## src/logic/adcsc_pkg.sv

```systemverilog
package adcsc_pkg;

  // converter control fields, one scan-driven bit each
  typedef struct packed {
    logic neg_pin_path;           // pin route to the negative sample-hold input
    logic neg_bandgap;            // bandgap route to the negative input
    logic gain_clock;             // scan-driven clock of the gain stages
    logic gain_power_on;
    logic supply_ref_select;
    logic settle_assist;
    logic switchcap_test_enable;
    logic latch_precharge_n;
    logic gain_passgate_enable;
    logic internal_ref_enable;
    logic sample_hold;            // low samples, high holds
    logic negative_ground_enable;
    logic gain_x20_enable;
    logic gain_x10_enable;
  } adcsc_ctrl_t;

  // input mux selects
  typedef struct packed {
    logic [2:0] neg_sel;
    logic [7:0] pos_sel;
  } adcsc_mux_t;

  typedef enum logic [1:0] {GAIN_UNITY, GAIN_X10, GAIN_X20} adcsc_gain_t;

  localparam int CTRL_W = 14;
  localparam int MUX_W = 11;

  // byte addresses of the register words
  localparam logic [7:0] OFS_CTRL = 8'h00;
  localparam logic [7:0] OFS_MUX = 8'h04;
  localparam logic [7:0] OFS_APPLY = 8'h08;
  localparam logic [7:0] OFS_STATUS = 8'h0C;
  localparam logic [7:0] OFS_ACT_CTRL = 8'h10;
  localparam logic [7:0] OFS_ACT_MUX = 8'h14;

  // apply word fields
  localparam int APPLY_GO_BIT = 0;
  localparam int APPLY_CLR_BIT = 1;

  // status word fields
  localparam int STAT_COMP_BIT = 0;
  localparam int STAT_CONT_BIT = 1;
  localparam int STAT_REFUSE_BIT = 2;
  localparam int STAT_SETTLE_BIT = 3;
  localparam int STAT_PRECHARGE_BIT = 4;
  localparam int STAT_CNT_LSB = 8;

  // idle values: hold, pass-gate, precharge off and mux bit 0 high
  localparam logic [13:0] CTRL_RST = 14'h0068;
  localparam logic [10:0] MUX_RST = 11'h001;

  // gain-clock periods of settle assist after power-on
  localparam logic [1:0] SETTLE_PERIODS = 2'h2;

  localparam logic [1:0] RESP_OKAY = 2'h0;
  localparam logic [1:0] RESP_SLVERR = 2'h2;

endpackage

```

## src/logic/adcsc_top.sv

```systemverilog
`timescale 1ns/100ps
// How it works
// - comparator output latch precharged while precharge control low, idle when high
// - negative comparator input grounded while ground enable is true
// - three-bit negative select and eight-bit positive select steer the inputs
// - supply voltage is the converter reference while its select is true
// - gain power-on powers stages when high; its rise starts settle timing
module adcsc_top
  import adcsc_pkg::*;
(
  input wire logic sys_clk,              // 50 MHz system clock
  input wire logic sys_rst,              // asynchronous reset, high
  input wire logic [7:0] s_axi_awaddr,   // write address
  input wire logic s_axi_awvalid,        // write address valid
  output logic s_axi_awready,            // write address ready
  input wire logic [31:0] s_axi_wdata,   // write data
  input wire logic [3:0] s_axi_wstrb,    // write byte enables
  input wire logic s_axi_wvalid,         // write data valid
  output logic s_axi_wready,             // write data ready
  output logic [1:0] s_axi_bresp,        // write response
  output logic s_axi_bvalid,             // write response valid
  input wire logic s_axi_bready,         // write response ready
  input wire logic [7:0] s_axi_araddr,   // read address
  input wire logic s_axi_arvalid,        // read address valid
  output logic s_axi_arready,            // read address ready
  output logic [31:0] s_axi_rdata,       // read data
  output logic [1:0] s_axi_rresp,        // read response
  output logic s_axi_rvalid,             // read data valid
  input wire logic s_axi_rready,         // read data ready
  input wire logic compIn,               // raw comparator result, asynchronous
  output adcsc_ctrl_t adcCtrl,           // applied converter controls
  output adcsc_mux_t adcMux,             // applied input selects
  output adcsc_gain_t gainSetting,       // decoded gain of the gain stages
  output logic latchPrecharge,           // comparator latch precharge, high active
  output logic settleWindow              // inside the settle-assist window
);

  ////////////////////////////////////////////////////////////////////////////
  // state
  logic awHeld_reg, wHeld_reg, bValid_reg, arReady_reg, rValid_reg;
  logic awReady_reg, wReady_reg;
  logic [7:0] awAddr_reg;
  logic [31:0] wData_reg, rData_reg;
  logic [3:0] wStrb_reg;
  logic [1:0] bResp_reg, rResp_reg;
  logic [13:0] stageCtrl_reg, stageCtrl_next;
  logic [10:0] stageMux_reg, stageMux_next;
  adcsc_ctrl_t actCtrl_reg;
  adcsc_mux_t actMux_reg;
  adcsc_gain_t gain_reg;
  logic precharge_reg, refused_reg, compObs_reg;
  logic [2:0] compSync_reg;
  logic gainClkPrev_reg, powerPrev_reg, settle_reg;
  logic [1:0] settleCnt_reg;

  ////////////////////////////////////////////////////////////////////////////
  // write side decode
  wire doWrite = awHeld_reg && wHeld_reg && !bValid_reg;
  wire [31:0] wMask = {{8{wStrb_reg[3]}}, {8{wStrb_reg[2]}}, {8{wStrb_reg[1]}}, {8{wStrb_reg[0]}}};
  wire [31:0] ctrlMerged = ({18'h00000, stageCtrl_reg} & ~wMask) | (wData_reg & wMask);
  wire [31:0] muxMerged = ({21'h000000, stageMux_reg} & ~wMask) | (wData_reg & wMask);
  wire hitCtrl = awAddr_reg == OFS_CTRL;
  wire hitMux = awAddr_reg == OFS_MUX;
  wire hitApply = awAddr_reg == OFS_APPLY;
  wire wrMapped = hitCtrl || hitMux || hitApply;
  wire applyGo = doWrite && hitApply && wStrb_reg[0] && wData_reg[APPLY_GO_BIT];
  wire refuseClr = doWrite && hitApply && wStrb_reg[0] && wData_reg[APPLY_CLR_BIT];

  // staged words follow byte enables; only an apply moves them to the pins
  assign stageCtrl_next = (doWrite && hitCtrl) ? ctrlMerged[CTRL_W-1:0] : stageCtrl_reg;
  assign stageMux_next = (doWrite && hitMux) ? muxMerged[MUX_W-1:0] : stageMux_reg;

  ////////////////////////////////////////////////////////////////////////////
  // negative-input source check on the staged set
  wire adcsc_ctrl_t stagedCtrl = adcsc_ctrl_t'(stageCtrl_reg);
  wire [1:0] negSources = 2'(stagedCtrl.neg_pin_path) + 2'(stagedCtrl.neg_bandgap)
                          + 2'(stagedCtrl.negative_ground_enable);
  wire contention = negSources != 2'h1;
  wire applyOk = applyGo && !contention;

  // gain decode, twentyfold wins if both are set
  wire adcsc_gain_t gainNext = stagedCtrl.gain_x20_enable ? GAIN_X20 :
                               stagedCtrl.gain_x10_enable ? GAIN_X10 : GAIN_UNITY;

  ////////////////////////////////////////////////////////////////////////////
  // bus write channels: address and data taken in either order
  always_ff @(posedge sys_clk or posedge sys_rst) begin
    if (sys_rst) begin
      awHeld_reg <= 1'b0;
      wHeld_reg <= 1'b0;
      awReady_reg <= 1'b1;
      wReady_reg <= 1'b1;
      awAddr_reg <= 8'h00;
      wData_reg <= 32'h00000000;
      wStrb_reg <= 4'h0;
    end else begin
      // ready flops mirror the held flags so the ports come straight from a register
      if (s_axi_awvalid && !awHeld_reg) begin
        awHeld_reg <= 1'b1;
        awReady_reg <= 1'b0;
        awAddr_reg <= s_axi_awaddr;
      end else if (doWrite) begin
        awHeld_reg <= 1'b0;
        awReady_reg <= 1'b1;
      end
      if (s_axi_wvalid && !wHeld_reg) begin
        wHeld_reg <= 1'b1;
        wReady_reg <= 1'b0;
        wData_reg <= s_axi_wdata;
        wStrb_reg <= s_axi_wstrb;
      end else if (doWrite) begin
        wHeld_reg <= 1'b0;
        wReady_reg <= 1'b1;
      end
    end
  end

  // write response, unmapped or read-only words answer with an error
  always_ff @(posedge sys_clk or posedge sys_rst) begin
    if (sys_rst) begin
      bValid_reg <= 1'b0;
      bResp_reg <= RESP_OKAY;
    end else if (doWrite) begin
      bValid_reg <= 1'b1;
      bResp_reg <= wrMapped ? RESP_OKAY : RESP_SLVERR;
    end else if (s_axi_bready) begin
      bValid_reg <= 1'b0;
    end
  end

  // ready is high only while the channel holds nothing, so no item is dropped
  assign s_axi_awready = awReady_reg;
  assign s_axi_wready = wReady_reg;
  assign s_axi_bvalid = bValid_reg;
  assign s_axi_bresp = bResp_reg;

  ////////////////////////////////////////////////////////////////////////////
  // staged and applied control words
  always_ff @(posedge sys_clk or posedge sys_rst) begin
    if (sys_rst) begin
      stageCtrl_reg <= CTRL_RST;
      stageMux_reg <= MUX_RST;
      actCtrl_reg <= adcsc_ctrl_t'(CTRL_RST);
      actMux_reg <= adcsc_mux_t'(MUX_RST);
      gain_reg <= GAIN_UNITY;
    end else begin
      stageCtrl_reg <= stageCtrl_next;
      stageMux_reg <= stageMux_next;
      if (applyOk) begin
        actCtrl_reg <= stagedCtrl;
        actMux_reg <= adcsc_mux_t'(stageMux_reg);
        gain_reg <= gainNext;
      end
    end
  end

  // refused apply is sticky; a new refusal beats a clear
  always_ff @(posedge sys_clk or posedge sys_rst) begin
    if (sys_rst) begin
      refused_reg <= 1'b0;
    end else if (applyGo && contention) begin
      refused_reg <= 1'b1;
    end else if (refuseClr) begin
      refused_reg <= 1'b0;
    end
  end

  ////////////////////////////////////////////////////////////////////////////
  // comparator result: three stages, a change counts when the last two agree
  always_ff @(posedge sys_clk or posedge sys_rst) begin
    if (sys_rst) begin
      compSync_reg <= 3'h0;
    end else begin
      compSync_reg <= {compSync_reg[1:0], compIn};
    end
  end

  // precharge while the control is low clears the observed result
  always_ff @(posedge sys_clk or posedge sys_rst) begin
    if (sys_rst) begin
      precharge_reg <= 1'b0;
      compObs_reg <= 1'b0;
    end else begin
      precharge_reg <= !actCtrl_reg.latch_precharge_n;
      if (!actCtrl_reg.latch_precharge_n) begin
        compObs_reg <= 1'b0;
      end else if (compSync_reg[2] == compSync_reg[1]) begin
        compObs_reg <= compSync_reg[2];
      end
    end
  end

  ////////////////////////////////////////////////////////////////////////////
  // settle window: gain clock is a scan bit, so its edges are seen as levels
  wire powerRise = actCtrl_reg.gain_power_on && !powerPrev_reg;
  wire gainClkRise = actCtrl_reg.gain_clock && !gainClkPrev_reg;

  // power-on rise opens the window, it closes after two gain periods
  always_ff @(posedge sys_clk or posedge sys_rst) begin
    if (sys_rst) begin
      powerPrev_reg <= 1'b0;
      gainClkPrev_reg <= 1'b0;
      settle_reg <= 1'b0;
      settleCnt_reg <= 2'h0;
    end else begin
      powerPrev_reg <= actCtrl_reg.gain_power_on;
      gainClkPrev_reg <= actCtrl_reg.gain_clock;
      if (powerRise) begin
        settle_reg <= 1'b1;
        settleCnt_reg <= 2'h0;
      end else if (!actCtrl_reg.gain_power_on) begin
        settle_reg <= 1'b0;
      end else if (settle_reg && gainClkRise) begin
        settleCnt_reg <= settleCnt_reg + 2'h1;
        settle_reg <= (settleCnt_reg + 2'h1) != SETTLE_PERIODS;
      end
    end
  end

  ////////////////////////////////////////////////////////////////////////////
  // read side
  wire [31:0] statusWord = {22'h000000, settleCnt_reg, 3'h0, precharge_reg, settle_reg,
                            refused_reg, contention, compObs_reg};
  wire rdCtrl = s_axi_araddr == OFS_CTRL;
  wire rdMux = s_axi_araddr == OFS_MUX;
  wire rdApply = s_axi_araddr == OFS_APPLY;
  wire rdStatus = s_axi_araddr == OFS_STATUS;
  wire rdActCtrl = s_axi_araddr == OFS_ACT_CTRL;
  wire rdActMux = s_axi_araddr == OFS_ACT_MUX;
  wire rdMapped = rdCtrl || rdMux || rdApply || rdStatus || rdActCtrl || rdActMux;
  wire [31:0] rdWord = rdCtrl ? {18'h00000, stageCtrl_reg} :
                       rdMux ? {21'h000000, stageMux_reg} :
                       rdStatus ? statusWord :
                       rdActCtrl ? {18'h00000, actCtrl_reg} :
                       rdActMux ? {21'h000000, actMux_reg} : 32'h00000000;
  wire arTake = s_axi_arvalid && arReady_reg;

  // one read at a time; address ready drops until the data is taken
  always_ff @(posedge sys_clk or posedge sys_rst) begin
    if (sys_rst) begin
      arReady_reg <= 1'b1;
      rValid_reg <= 1'b0;
      rData_reg <= 32'h00000000;
      rResp_reg <= RESP_OKAY;
    end else if (arTake) begin
      arReady_reg <= 1'b0;
      rValid_reg <= 1'b1;
      rData_reg <= rdWord;
      rResp_reg <= rdMapped ? RESP_OKAY : RESP_SLVERR;
    end else if (rValid_reg && s_axi_rready) begin
      rValid_reg <= 1'b0;
      arReady_reg <= 1'b1;
    end
  end

  assign s_axi_arready = arReady_reg;
  assign s_axi_rvalid = rValid_reg;
  assign s_axi_rdata = rData_reg;
  assign s_axi_rresp = rResp_reg;

  ////////////////////////////////////////////////////////////////////////////
  // converter-facing outputs, each straight from a flip-flop
  // ground, bandgap reference, supply reference ride adcCtrl
  assign adcCtrl = actCtrl_reg;
  assign adcMux = actMux_reg;
  assign gainSetting = gain_reg;
  assign latchPrecharge = precharge_reg;
  assign settleWindow = settle_reg;

endmodule

```

## config.mk

```make
export PLATFORM = sky130hd
export DESIGN_NAME = adcsc_top
export DESIGN_NICKNAME = d
export VERILOG_FILES = /design/src/logic/adcsc_pkg.sv /design/src/logic/adcsc_top.sv
export SDC_FILE = /design/constraint.sdc
export NUM_CORES = 1
export LEC_CHECK = 0
export BUFFER_PORTS_ARGS = -buffer_cell sky130_fd_sc_hd__buf_4
export CORE_MARGIN = 2
export CORE_UTILIZATION = 30
export DETAILED_ROUTE_END_ITERATION = 12
export GPL_TIMING_DRIVEN = 0
export PLACE_DENSITY = 0.47
export SETUP_SLACK_MARGIN = 0.4
export SKIP_CTS_REPAIR_TIMING = 1
export SYNTH_ARGS = -nofsm -noshare
export SYNTH_HDL_FRONTEND = slang
export SYNTH_SLANG_ARGS = --single-unit
```

## constraint.sdc

```tcl
create_clock -name sys_clk -period 4.8 [get_ports sys_clk]
set_input_delay 0.72 -clock sys_clk [delete_from_list [all_inputs] [get_ports sys_clk]]
set_output_delay 0.72 -clock sys_clk [all_outputs]
set_load 0.02 [all_outputs]
```

==> flow_metrics.tcl, run 1 <==
set metrics [dict create \
    synth_common_cells "98 x dfrtp_1, 75 x mux2_2, 23 x nand2_1" \
    cp-end-kind "register" \
    synth_mux_area_share_pct 21.80 \
    dp.cells 699 \
    cp_cell_sequence "or4_4, or4_4, nor3_4, buf_6, mux2_2" \
    rr_worst_depth 5 \
    fin_crit_sh_pct 56.38 \
    synth_top_area_share_pct 50.94 \
    cts_root_buffer "clkbuf_16" \
    core_area_um2 15770 \
    synth.top_cells.by_area "dfrtp_1 51%, mux2_2 18%, dfstp_2 6.0%" \
    grt_pass1_vias 3192 \
    syn_inst 374 \
    syn_area_um2 4815 \
    hold_violations 0 \
    clkSlewWorstSetupHoldPaths_ns 0.07 \
    dp_hpwl_um 8681 \
    cts_num_sinks 109 \
    power_leakage_nw 2.918 \
    synth.most_common_cell "dfrtp_1" \
    num-fill-cells 1569 \
    critical-path-top-delay-family "simple AND/OR/NAND/NOR gates" \
    fin_crit_ns 2.706 \
    stdcell_area_um2 6127 \
    crit_start "awAddr_reg[5]" \
    path_max_fanout 10 \
    ys_warn_count 0 \
    synth-seq-cells 109 \
    hold_depth 0 \
    antenna_found_initial 0 \
    wl_per_cell_um 16.17 \
    drc 0 \
    cts_tree "yes" \
    drt_wl_total_um 11560 \
    max-slew-margin-rel_pct 49.76 \
    synth_top_family_by_area "multiplexers" \
    layout-drive-gt1-share_pct 45.29 \
    synth_edf_count 0 \
    crit_end "adcMux[8]" \
    diodes 0 \
    cap_violations 0 \
    antenna_left 0 \
    fin_hold_ws_ns 0.3520 \
    status "completed" \
    numPortBuffers 89 \
    max-vdd-ir-drop_mv 0.2901 \
    critPathKind "reg -> reg" \
    max_stage_delay_ns 0.57 \
    worstSetupPathDepth 5 \
    synth-simple-area-share_pct 8.862 \
    critical_path.startpoint_type "register" \
    clock_latency_ns 0.34 \
    dieWidth_um 130.7 \
    vias 3233 \
    syn_to_final_growth_pct 27.26 \
    rows 46 \
    setup_tns_ns 0 \
    via_per_inst 4.522 \
    synth-adder-area-share_pct 0.6757 \
    setup_ws_ns 2.094 \
    die-height_um 130.7 \
    synthXorXnorAreaFrac_pct 0 \
    skew_ns 0.005169 \
    critPathSlowestCell "or4_4" \
    synth.avg_cell_area_um2 12.87 \
    drtIter0Drc 118 \
    worstHoldPathType "reg -> reg" \
    synth_compound_area_share_pct 5.873 \
    seq_area_frac_synth_pct 56.94 \
    htreeDepth 3 \
    finalMaxSlewViolations 0 \
    r2r-end "adcMux[8]" \
    yosysTopAreaCell "dfrtp_1" \
    reg2reg_slack_ns 2.09 \
    gr-total-overflow 0 \
    initial_core_util_pct 30.53 \
    first_pass_iters 6 \
    setup_viol 0 \
    rsz0062_at_grt "no" \
    grt_use_total_pct 14.43 \
    synth_cell_types 43 \
    r2r-start "awAddr_reg[5]" \
    fmax_mhz 369.5 \
    place.gp.congestion 0.7976 \
    cts_buffers 9 \
    place_area_um2 5854 \
    pre_cts_ws_ns 1.923 \
    grt_pass1_wl_um 18220 \
    power_mw 2.528 \
    final_nets 556 \
    grt_max_degree 57 \
    worstPathArrival_ns 2.93 \
    dieArea_um2 17080 \
    utilization_pct 38.85 \
    async_flop_share_pct 100.0 \
    layoutNonFillerInstCount 715 \
    crit_top_cell "or4_4" \
    synthFlopType "dfrtp_1" \
    power_density_nw_per_um2 412.6 \
    crit_required_ns 5.03 \
    ioPinCount 130 \
    path_buf_inv 1 \
    tightest_slew_ns 0.7473 \
    clockBufferDepth 2 \
]
==> where the power goes <==
| part | leakage, nW | internal [mW] | switching (mW) | total (mW) |
|---|---|---|---|---|
| Sequential | 1.39 | 1.13 | 0.141 | 1.27 |
| Combinational | 1.39 | 0.285 | 0.275 | 0.561 |
| Clock | 0.134 | 0.381 | 0.317 | 0.698 |
| Total | 2.92 | 1.79 | 0.734 | 2.53 |
==> cell families after synthesis <==
group	after synthesis
compound gates	46
flops	109
mux	89
simple gates	78
fa+ha+maj	2
buf+inv	49
other cells	1
==> area by class of cell <==
class	count	area, um^2	area share [%]
Tap cell	216	270.3	4.411
Clock buffer	15	267.8	4.370
Timing Repair Buffer	90	695.7	11.35
Clock inverter	1	5.005	0.08168
Multi-Input combinational cell	235	1867	30.47
Buffer	36	229.0	3.737
Inverter	13	51.30	0.8372
Sequential cell	109	2741	44.74
==> worst register-to-register path: stages, from the launching register on <==
cell and delay (ns):
dfrtp_1 0.39, or4_4 0.56, or4_4 0.57, nor3_4 0.47
buf_6 0.26, mux2_2 0.35
==> cells in the final DEF (no fill, tap or decap), types with 2 or more instances in the layout <==
master / count
inv_1: 12
a221oi_1: 3
buf_4: 110
mux2_2: 75
mux4_2: 5
a21oi_1: 9
buf_1: 2
nor2_1: 14
clkbuf_8: 2
a31o_2: 2
or3_1: 4
a31oi_1: 2
nor4_1: 4
mux2_1: 2
dfrtp_1: 98
or4_4: 2
nor3_1: 4
nor4_2: 2
mux2i_1: 7
nand3b_1: 5
conb_1: 20
a221o_1: 2
buf_6: 2
o21ai_0: 19
dfstp_2: 11
nand2_1: 23
a211oi_1: 3
clkbuf_1: 15
or2_2: 2
a21o_1: 2
nor2b_1: 4
o22ai_1: 2
clkbuf_16: 9
nand3_1: 7
==> worst min-delay path by stage <==
| stage | from | endpoint | slack, ns |
|---|---|---|---|
| after floorplan | compSync_reg[0] | compSync_reg[1] | 0.33 |
| after global placement | compSync_reg[0] | compSync_reg[1] | 0.34 |
| after detailed placement | compSync_reg[0] | compSync_reg[1] | 0.34 |
| after CTS | compSync_reg[0] | compSync_reg[1] | 0.36 |
| after global routing | compSync_reg[0] | compSync_reg[1] | 0.37 |
| final | compSync_reg[0] | compSync_reg[1] | 0.35 |
==> layer usage <==
metal  part of all wire (%)  wire [um]  up-vias  track usage (%)
met5                      0          0        -                0
met4                    1.1        126        0            3.755
met3                    7.2        829       10            5.008
met2                     47       5457       89            22.79
met1                     45       5146     1600            19.07
li1                       -          -     1534                -
Note: power is estimated with default switching activity, not from simulation.
==> inputs of run 2 (changes only) <==
--- a/config.mk
+++ b/config.mk
@@ -10,7 +10,7 @@
 export CORE_UTILIZATION = 30
 export DETAILED_ROUTE_END_ITERATION = 12
 export GPL_TIMING_DRIVEN = 0
-export PLACE_DENSITY = 0.47
+export PLACE_DENSITY = 0.48
 export SETUP_SLACK_MARGIN = 0.4
 export SKIP_CTS_REPAIR_TIMING = 1
 export SYNTH_ARGS = -nofsm -noshare
==> constraint.sdc (replaced) <==
create_clock -name sys_clk -period 2.46 [get_ports sys_clk]
set_input_delay 0.369 -clock sys_clk [delete_from_list [all_inputs] [get_ports sys_clk]]
set_output_delay 0.369 -clock sys_clk [all_outputs]
set_load 0.02 [all_outputs]
==> flow_metrics.tcl, run 2 (synthesized netlist as in run 1, its figures left out) <==
set metrics [dict create \
    status "complete, but fails checks" \
    violations "negative setup slack" \
    drc 0 \
    p_sw_share_pct 29.22 \
    fin_hold_ws_ns 0.02285 \
    critical_path.startpoint_type "register" \
    finalMaxSlewViolations 0 \
    cp_cell_sequence "or4_4, or4_4, nor3_4, buf_6, buf_8, mux2_4" \
    grt_max_degree 37 \
    core_area_um2 15770 \
    final_common_cell "buf_4" \
    p_seq_share_pct 48.4 \
    grt_pass1_wl_um 18440 \
    drtIter0Drc 189 \
    htreeDepth 3 \
    rr_worst_depth 6 \
    setup_ws_ns -0.02997 \
    cts_buffers 9 \
    cap_violations 0 \
    syn_to_final_growth_pct 33.00 \
    setup_viol 14 \
    r2r-start "awAddr_reg[1]" \
    die-height_um 130.7 \
    max-vdd-ir-drop_mv 0.7042 \
    r2r-end "adcMux[5]" \
    initial_core_util_pct 30.53 \
    grt_use_total_pct 14.54 \
    clockBufferDepth 2 \
    max-slew-margin-rel_pct 46.21 \
    ioPinCount 130 \
    worstHoldPathType "in -> async" \
    cts_num_sinks 109 \
    fin_crit_sh_pct 101.2 \
    cp-end-kind "register" \
    vias 3258 \
    rsz0062_at_grt "yes" \
    final_nets 568 \
    crit_required_ns 2.69 \
    via_per_inst 4.481 \
    reg2reg_slack_ns -0.03 \
    p_int_mw 3.659 \
    dp_hpwl_um 8816 \
    cts_tree "yes" \
    wl_per_cell_um 16.57 \
    place.gp.congestion 0.7860 \
    antenna_left 0 \
    worstPathArrival_ns 2.72 \
    layout-drive-gt1-share_pct 48.14 \
    numPortBuffers 89 \
    power_leakage_nw 3.058 \
    dieArea_um2 17080 \
    clockPowerShare_pct 29.5 \
    grt_pass1_vias 3242 \
    drt_wl_total_um 12040 \
    hold_violations 0 \
    critPathSlowestCell "or4_4" \
    cts_root_buffer "clkbuf_16" \
    dieWidth_um 130.7 \
    diodes 0 \
    pwr-share-comb_pct 22.1 \
    p_switching_mw 1.511 \
    pre_cts_ws_ns -0.2792 \
    gr-total-overflow 0 \
    critPathKind "reg -> reg" \
    antenna_found_initial 0 \
    crit_top_cell "or4_4" \
    first_pass_iters 4 \
    place_area_um2 5888 \
    utilization_pct 40.61 \
    tightest_slew_ns 0.8068 \
    num-fill-cells 1573 \
    fmax_mhz 401.6 \
    power_density_nw_per_um2 807.2 \
    rows 46 \
    final_cell_mix "116 x buf_4, 98 x dfrtp_1, 57 x mux2_2" \
    stdcell_area_um2 6404 \
    max_stage_delay_ns 0.55 \
    fin_crit_ns 2.490 \
    power_mw 5.169 \
    clkSlewWorstSetupHoldPaths_ns 0.07 \
    skew_ns 0.008716 \
    path_max_fanout 5 \
    clock_latency_ns 0.35 \
]
## run 2: cell type report
cell class	count	area [um^2]	area share, %
Tap cell	216	270.3	4.220
Sequential cell	109	2741	42.81
Buffer	36	239.0	3.732
Clock inverter	3	42.54	0.6643
Timing Repair Buffer	102	814.5	12.72
Clock buffer	13	270.3	4.220
Multi-Input combinational cell	235	1973	30.81
Inverter	13	52.55	0.8206
## run 2: worst max-delay path, delay by kind of cell, from the launching register on
family | cells | cell delay, ns
buffers and inverters | 2 | 0.29
muxes | 1 | 0.30
and+or+nand+nor | 3 | 1.40
DFF | 1 | 0.38
## run 2: power groups by stage
stage | sequential [mW] | clock (mW) | combinational, mW
after global placement | 2.50 | 0 | 1.09
after global routing | 2.57 | 1.64 | 1.26
final | 2.50 | 1.53 | 1.14
after floorplan | 2.55 | 0 | 0.650
after detailed placement | 2.52 | 0 | 1.13
after CTS | 2.49 | 1.58 | 1.13
## run 2: worst max-delay path by stage
stage	startpoint	end	slack (ns)	cells past startpoint
final	awAddr_reg[1]	adcMux[5]	-0.03	6
after global routing	awAddr_reg[1]	gainSetting[0]	-0.08	5
after CTS	awAddr_reg[5]	adcMux[5]	-0.29	5
after detailed placement	awAddr_reg[5]	adcCtrl[2]	-0.28	5
after global placement	awAddr_reg[5]	adcMux[5]	-0.28	5
after floorplan	awAddr_reg[5]	adcCtrl[0]	0.09	5
## run 2: per-layer routing
metal  part of all wire (%)  global-route usage (%)  wire (um)
met4                    1.2                   3.567        141
met5                      0                       0          0
met1                     45                   19.66       5438
met2                     46                   22.43       5495
met3                    8.0                   5.212        968
## run 2: stage by stage
stage,setup TNS (ns),instances
after detailed placement,-6.072,701
after CTS,-5.807,717
after floorplan,0,393
after global routing,-1.325,727
final,-0.3247,727
after global placement,-9.604,698
==> inputs of run 3 (changes only) <==
--- a/config.mk
+++ b/config.mk
@@ -13,6 +13,7 @@
 export PLACE_DENSITY = 0.48
 export SETUP_SLACK_MARGIN = 0.4
 export SKIP_CTS_REPAIR_TIMING = 1
+export SKIP_LAST_GASP = 1
 export SYNTH_ARGS = -nofsm -noshare
 export SYNTH_HDL_FRONTEND = slang
 export SYNTH_SLANG_ARGS = --single-unit
==> flow_metrics.tcl, run 3 (synthesized netlist as in run 1, its figures left out) <==
set metrics [dict create \
    setup_viol 14 \
    dr_wl_met2_um 5500 \
    final_nets 568 \
    p_sw_share_pct 29.24 \
    critical-path-top-delay-family "simple AND/OR/NAND/NOR gates" \
    path_max_fanout 5 \
    dp_hpwl_um 8816 \
    diodes 0 \
    grt_use_total_pct 14.54 \
    fmax_mhz 401.7 \
    final_cell_mix "117 x buf_4, 98 x dfrtp_1, 65 x mux2_2" \
    dieArea_um2 17080 \
    grt_max_degree 37 \
    top_layer_used "met4" \
    violations "negative setup slack" \
    grt_pass1_vias 3242 \
    final_common_cell "buf_4" \
    power_density_nw_per_um2 809.0 \
    critPathKind "reg -> reg" \
    clock_latency_ns 0.35 \
    tightest_slew_ns 0.8225 \
    finalMaxSlewViolations 0 \
    cp-end-kind "register" \
    layout-drive-gt1-share_pct 48.14 \
    hold_violations 0 \
    power_leakage_nw 3.027 \
    wl_met1_um 5391 \
    max-slew-margin-rel_pct 45.16 \
    fin_crit_ns 2.489 \
    power_mw 5.154 \
    clockPowerShare_pct 29.5 \
    rr_worst_depth 6 \
    rsz0062_at_grt "yes" \
    p_seq_share_pct 48.5 \
    crit_top_cell "or4_4" \
    drtIter0Drc 198 \
    vias 3248 \
    r2r-start "awAddr_reg[1]" \
    cp_cell_sequence "or4_4, or4_4, nor3_4, buf_6, buf_8, mux2_4" \
    antenna_found_initial 0 \
    rows 46 \
    worstPathArrival_ns 2.72 \
    fin_crit_sh_pct 101.2 \
    crit_required_ns 2.69 \
    critPathSlowestCell "or4_4" \
    die-height_um 130.7 \
    r2r-end "adcMux[5]" \
    numPortBuffers 89 \
    clockBufferDepth 2 \
    setup_tns_ns -0.3589 \
    reg2reg_slack_ns -0.03 \
    htreeDepth 3 \
    drc 0 \
    utilization_pct 40.39 \
    gr-total-overflow 0 \
    critical_path.startpoint_type "register" \
    cap_violations 0 \
    wl_per_cell_um 16.52 \
    grt_pass1_wl_um 18440 \
    antenna_left 0 \
    clkSlewWorstSetupHoldPaths_ns 0.07 \
    pwr-share-comb_pct 22.0 \
    p_int_mw 3.646 \
    worstHoldPathType "in -> async" \
    skew_ns 0.009165 \
    first_pass_iters 4 \
    core_area_um2 15770 \
    ioPinCount 130 \
    dieWidth_um 130.7 \
    pre_cts_ws_ns -0.2792 \
    max_stage_delay_ns 0.55 \
    setup_ws_ns -0.02945 \
    cts_num_sinks 109 \
    path_buf_inv 2 \
    status "complete, but fails checks" \
    p_switching_mw 1.507 \
    cts_tree "yes" \
    dr_wl_met3_um 977 \
    cts_buffers 9 \
    syn_to_final_growth_pct 32.30 \
    fin_hold_ws_ns 0.02250 \
    place.gp.congestion 0.7860 \
    initial_core_util_pct 30.53 \
    drt_wl_total_um 12010 \
    max-vdd-ir-drop_mv 0.7045 \
    via_per_inst 4.468 \
    cts_root_buffer "clkbuf_16" \
]
-- run 3: cell types whose count changed in the layout (fill, tap and decap cells not counted) --
cell,previous run,this run
buf_4,116,117
buf_6,3,2
mux2_2,57,65
mux2_4,19,11
-- run 3: worst reg2reg max path, cell delays in order, from the launching register on --
cell and delay [ns]:
dfrtp_1 0.38, or4_4 0.55, or4_4 0.53, nor3_4 0.32, buf_6 0.16, buf_8 0.13
mux2_4 0.30
-- run 3: layout make-up --
cell class	instances	area [um^2]
Buffer	36	239.0
Clock buffer	13	270.3
Clock inverter	3	42.54
Fill cell	1576	9400
Inverter	13	52.55
Multi-Input combinational cell	235	1943
Sequential cell	109	2741
Tap cell	216	270.3
Timing Repair Buffer	102	810.8
-- run 3: metrics by stage --
| step | cell area (um^2) | cells |
|---|---|---|
| after floorplan | 4890 | 393 |
| final | 6370 | 727 |
| after global routing | 6370 | 727 |
| after global placement | 5828 | 698 |
| after CTS | 6201 | 717 |
| after detailed placement | 5888 | 701 |
-- run 3: worst max-delay path by stage --
| stage | end | from | slack (ns) | cells past startpoint |
|---|---|---|---|---|
| floorplan | adcCtrl[0] | awAddr_reg[5] | 0.09 | 5 |
| global placement | adcMux[5] | awAddr_reg[5] | -0.28 | 5 |
| detailed placement | adcCtrl[2] | awAddr_reg[5] | -0.28 | 5 |
| CTS | adcMux[5] | awAddr_reg[5] | -0.29 | 5 |
| global route | gainSetting[0] | awAddr_reg[1] | -0.08 | 5 |
| finish | adcMux[5] | awAddr_reg[1] | -0.03 | 6 |
-- run 3: power by group through the flow --
stage          logic, mW  clock network [mW]  registers, mW
5_1_grt             1.25                1.64           2.56
4_1_cts             1.13                1.58           2.49
3_3_place_gp        1.09                   0           2.50
3_5_place_dp        1.13                   0           2.52
2_1_floorplan      0.650                   0           2.55
6_report            1.13                1.52           2.50
-- run 3: per-layer routing --
metal	vias up	GRT usage [%]
met1	1574	19.66
met2	104	22.43
met3	11	5.212
li1	1559	-
met4	0	3.567
met5	-	0
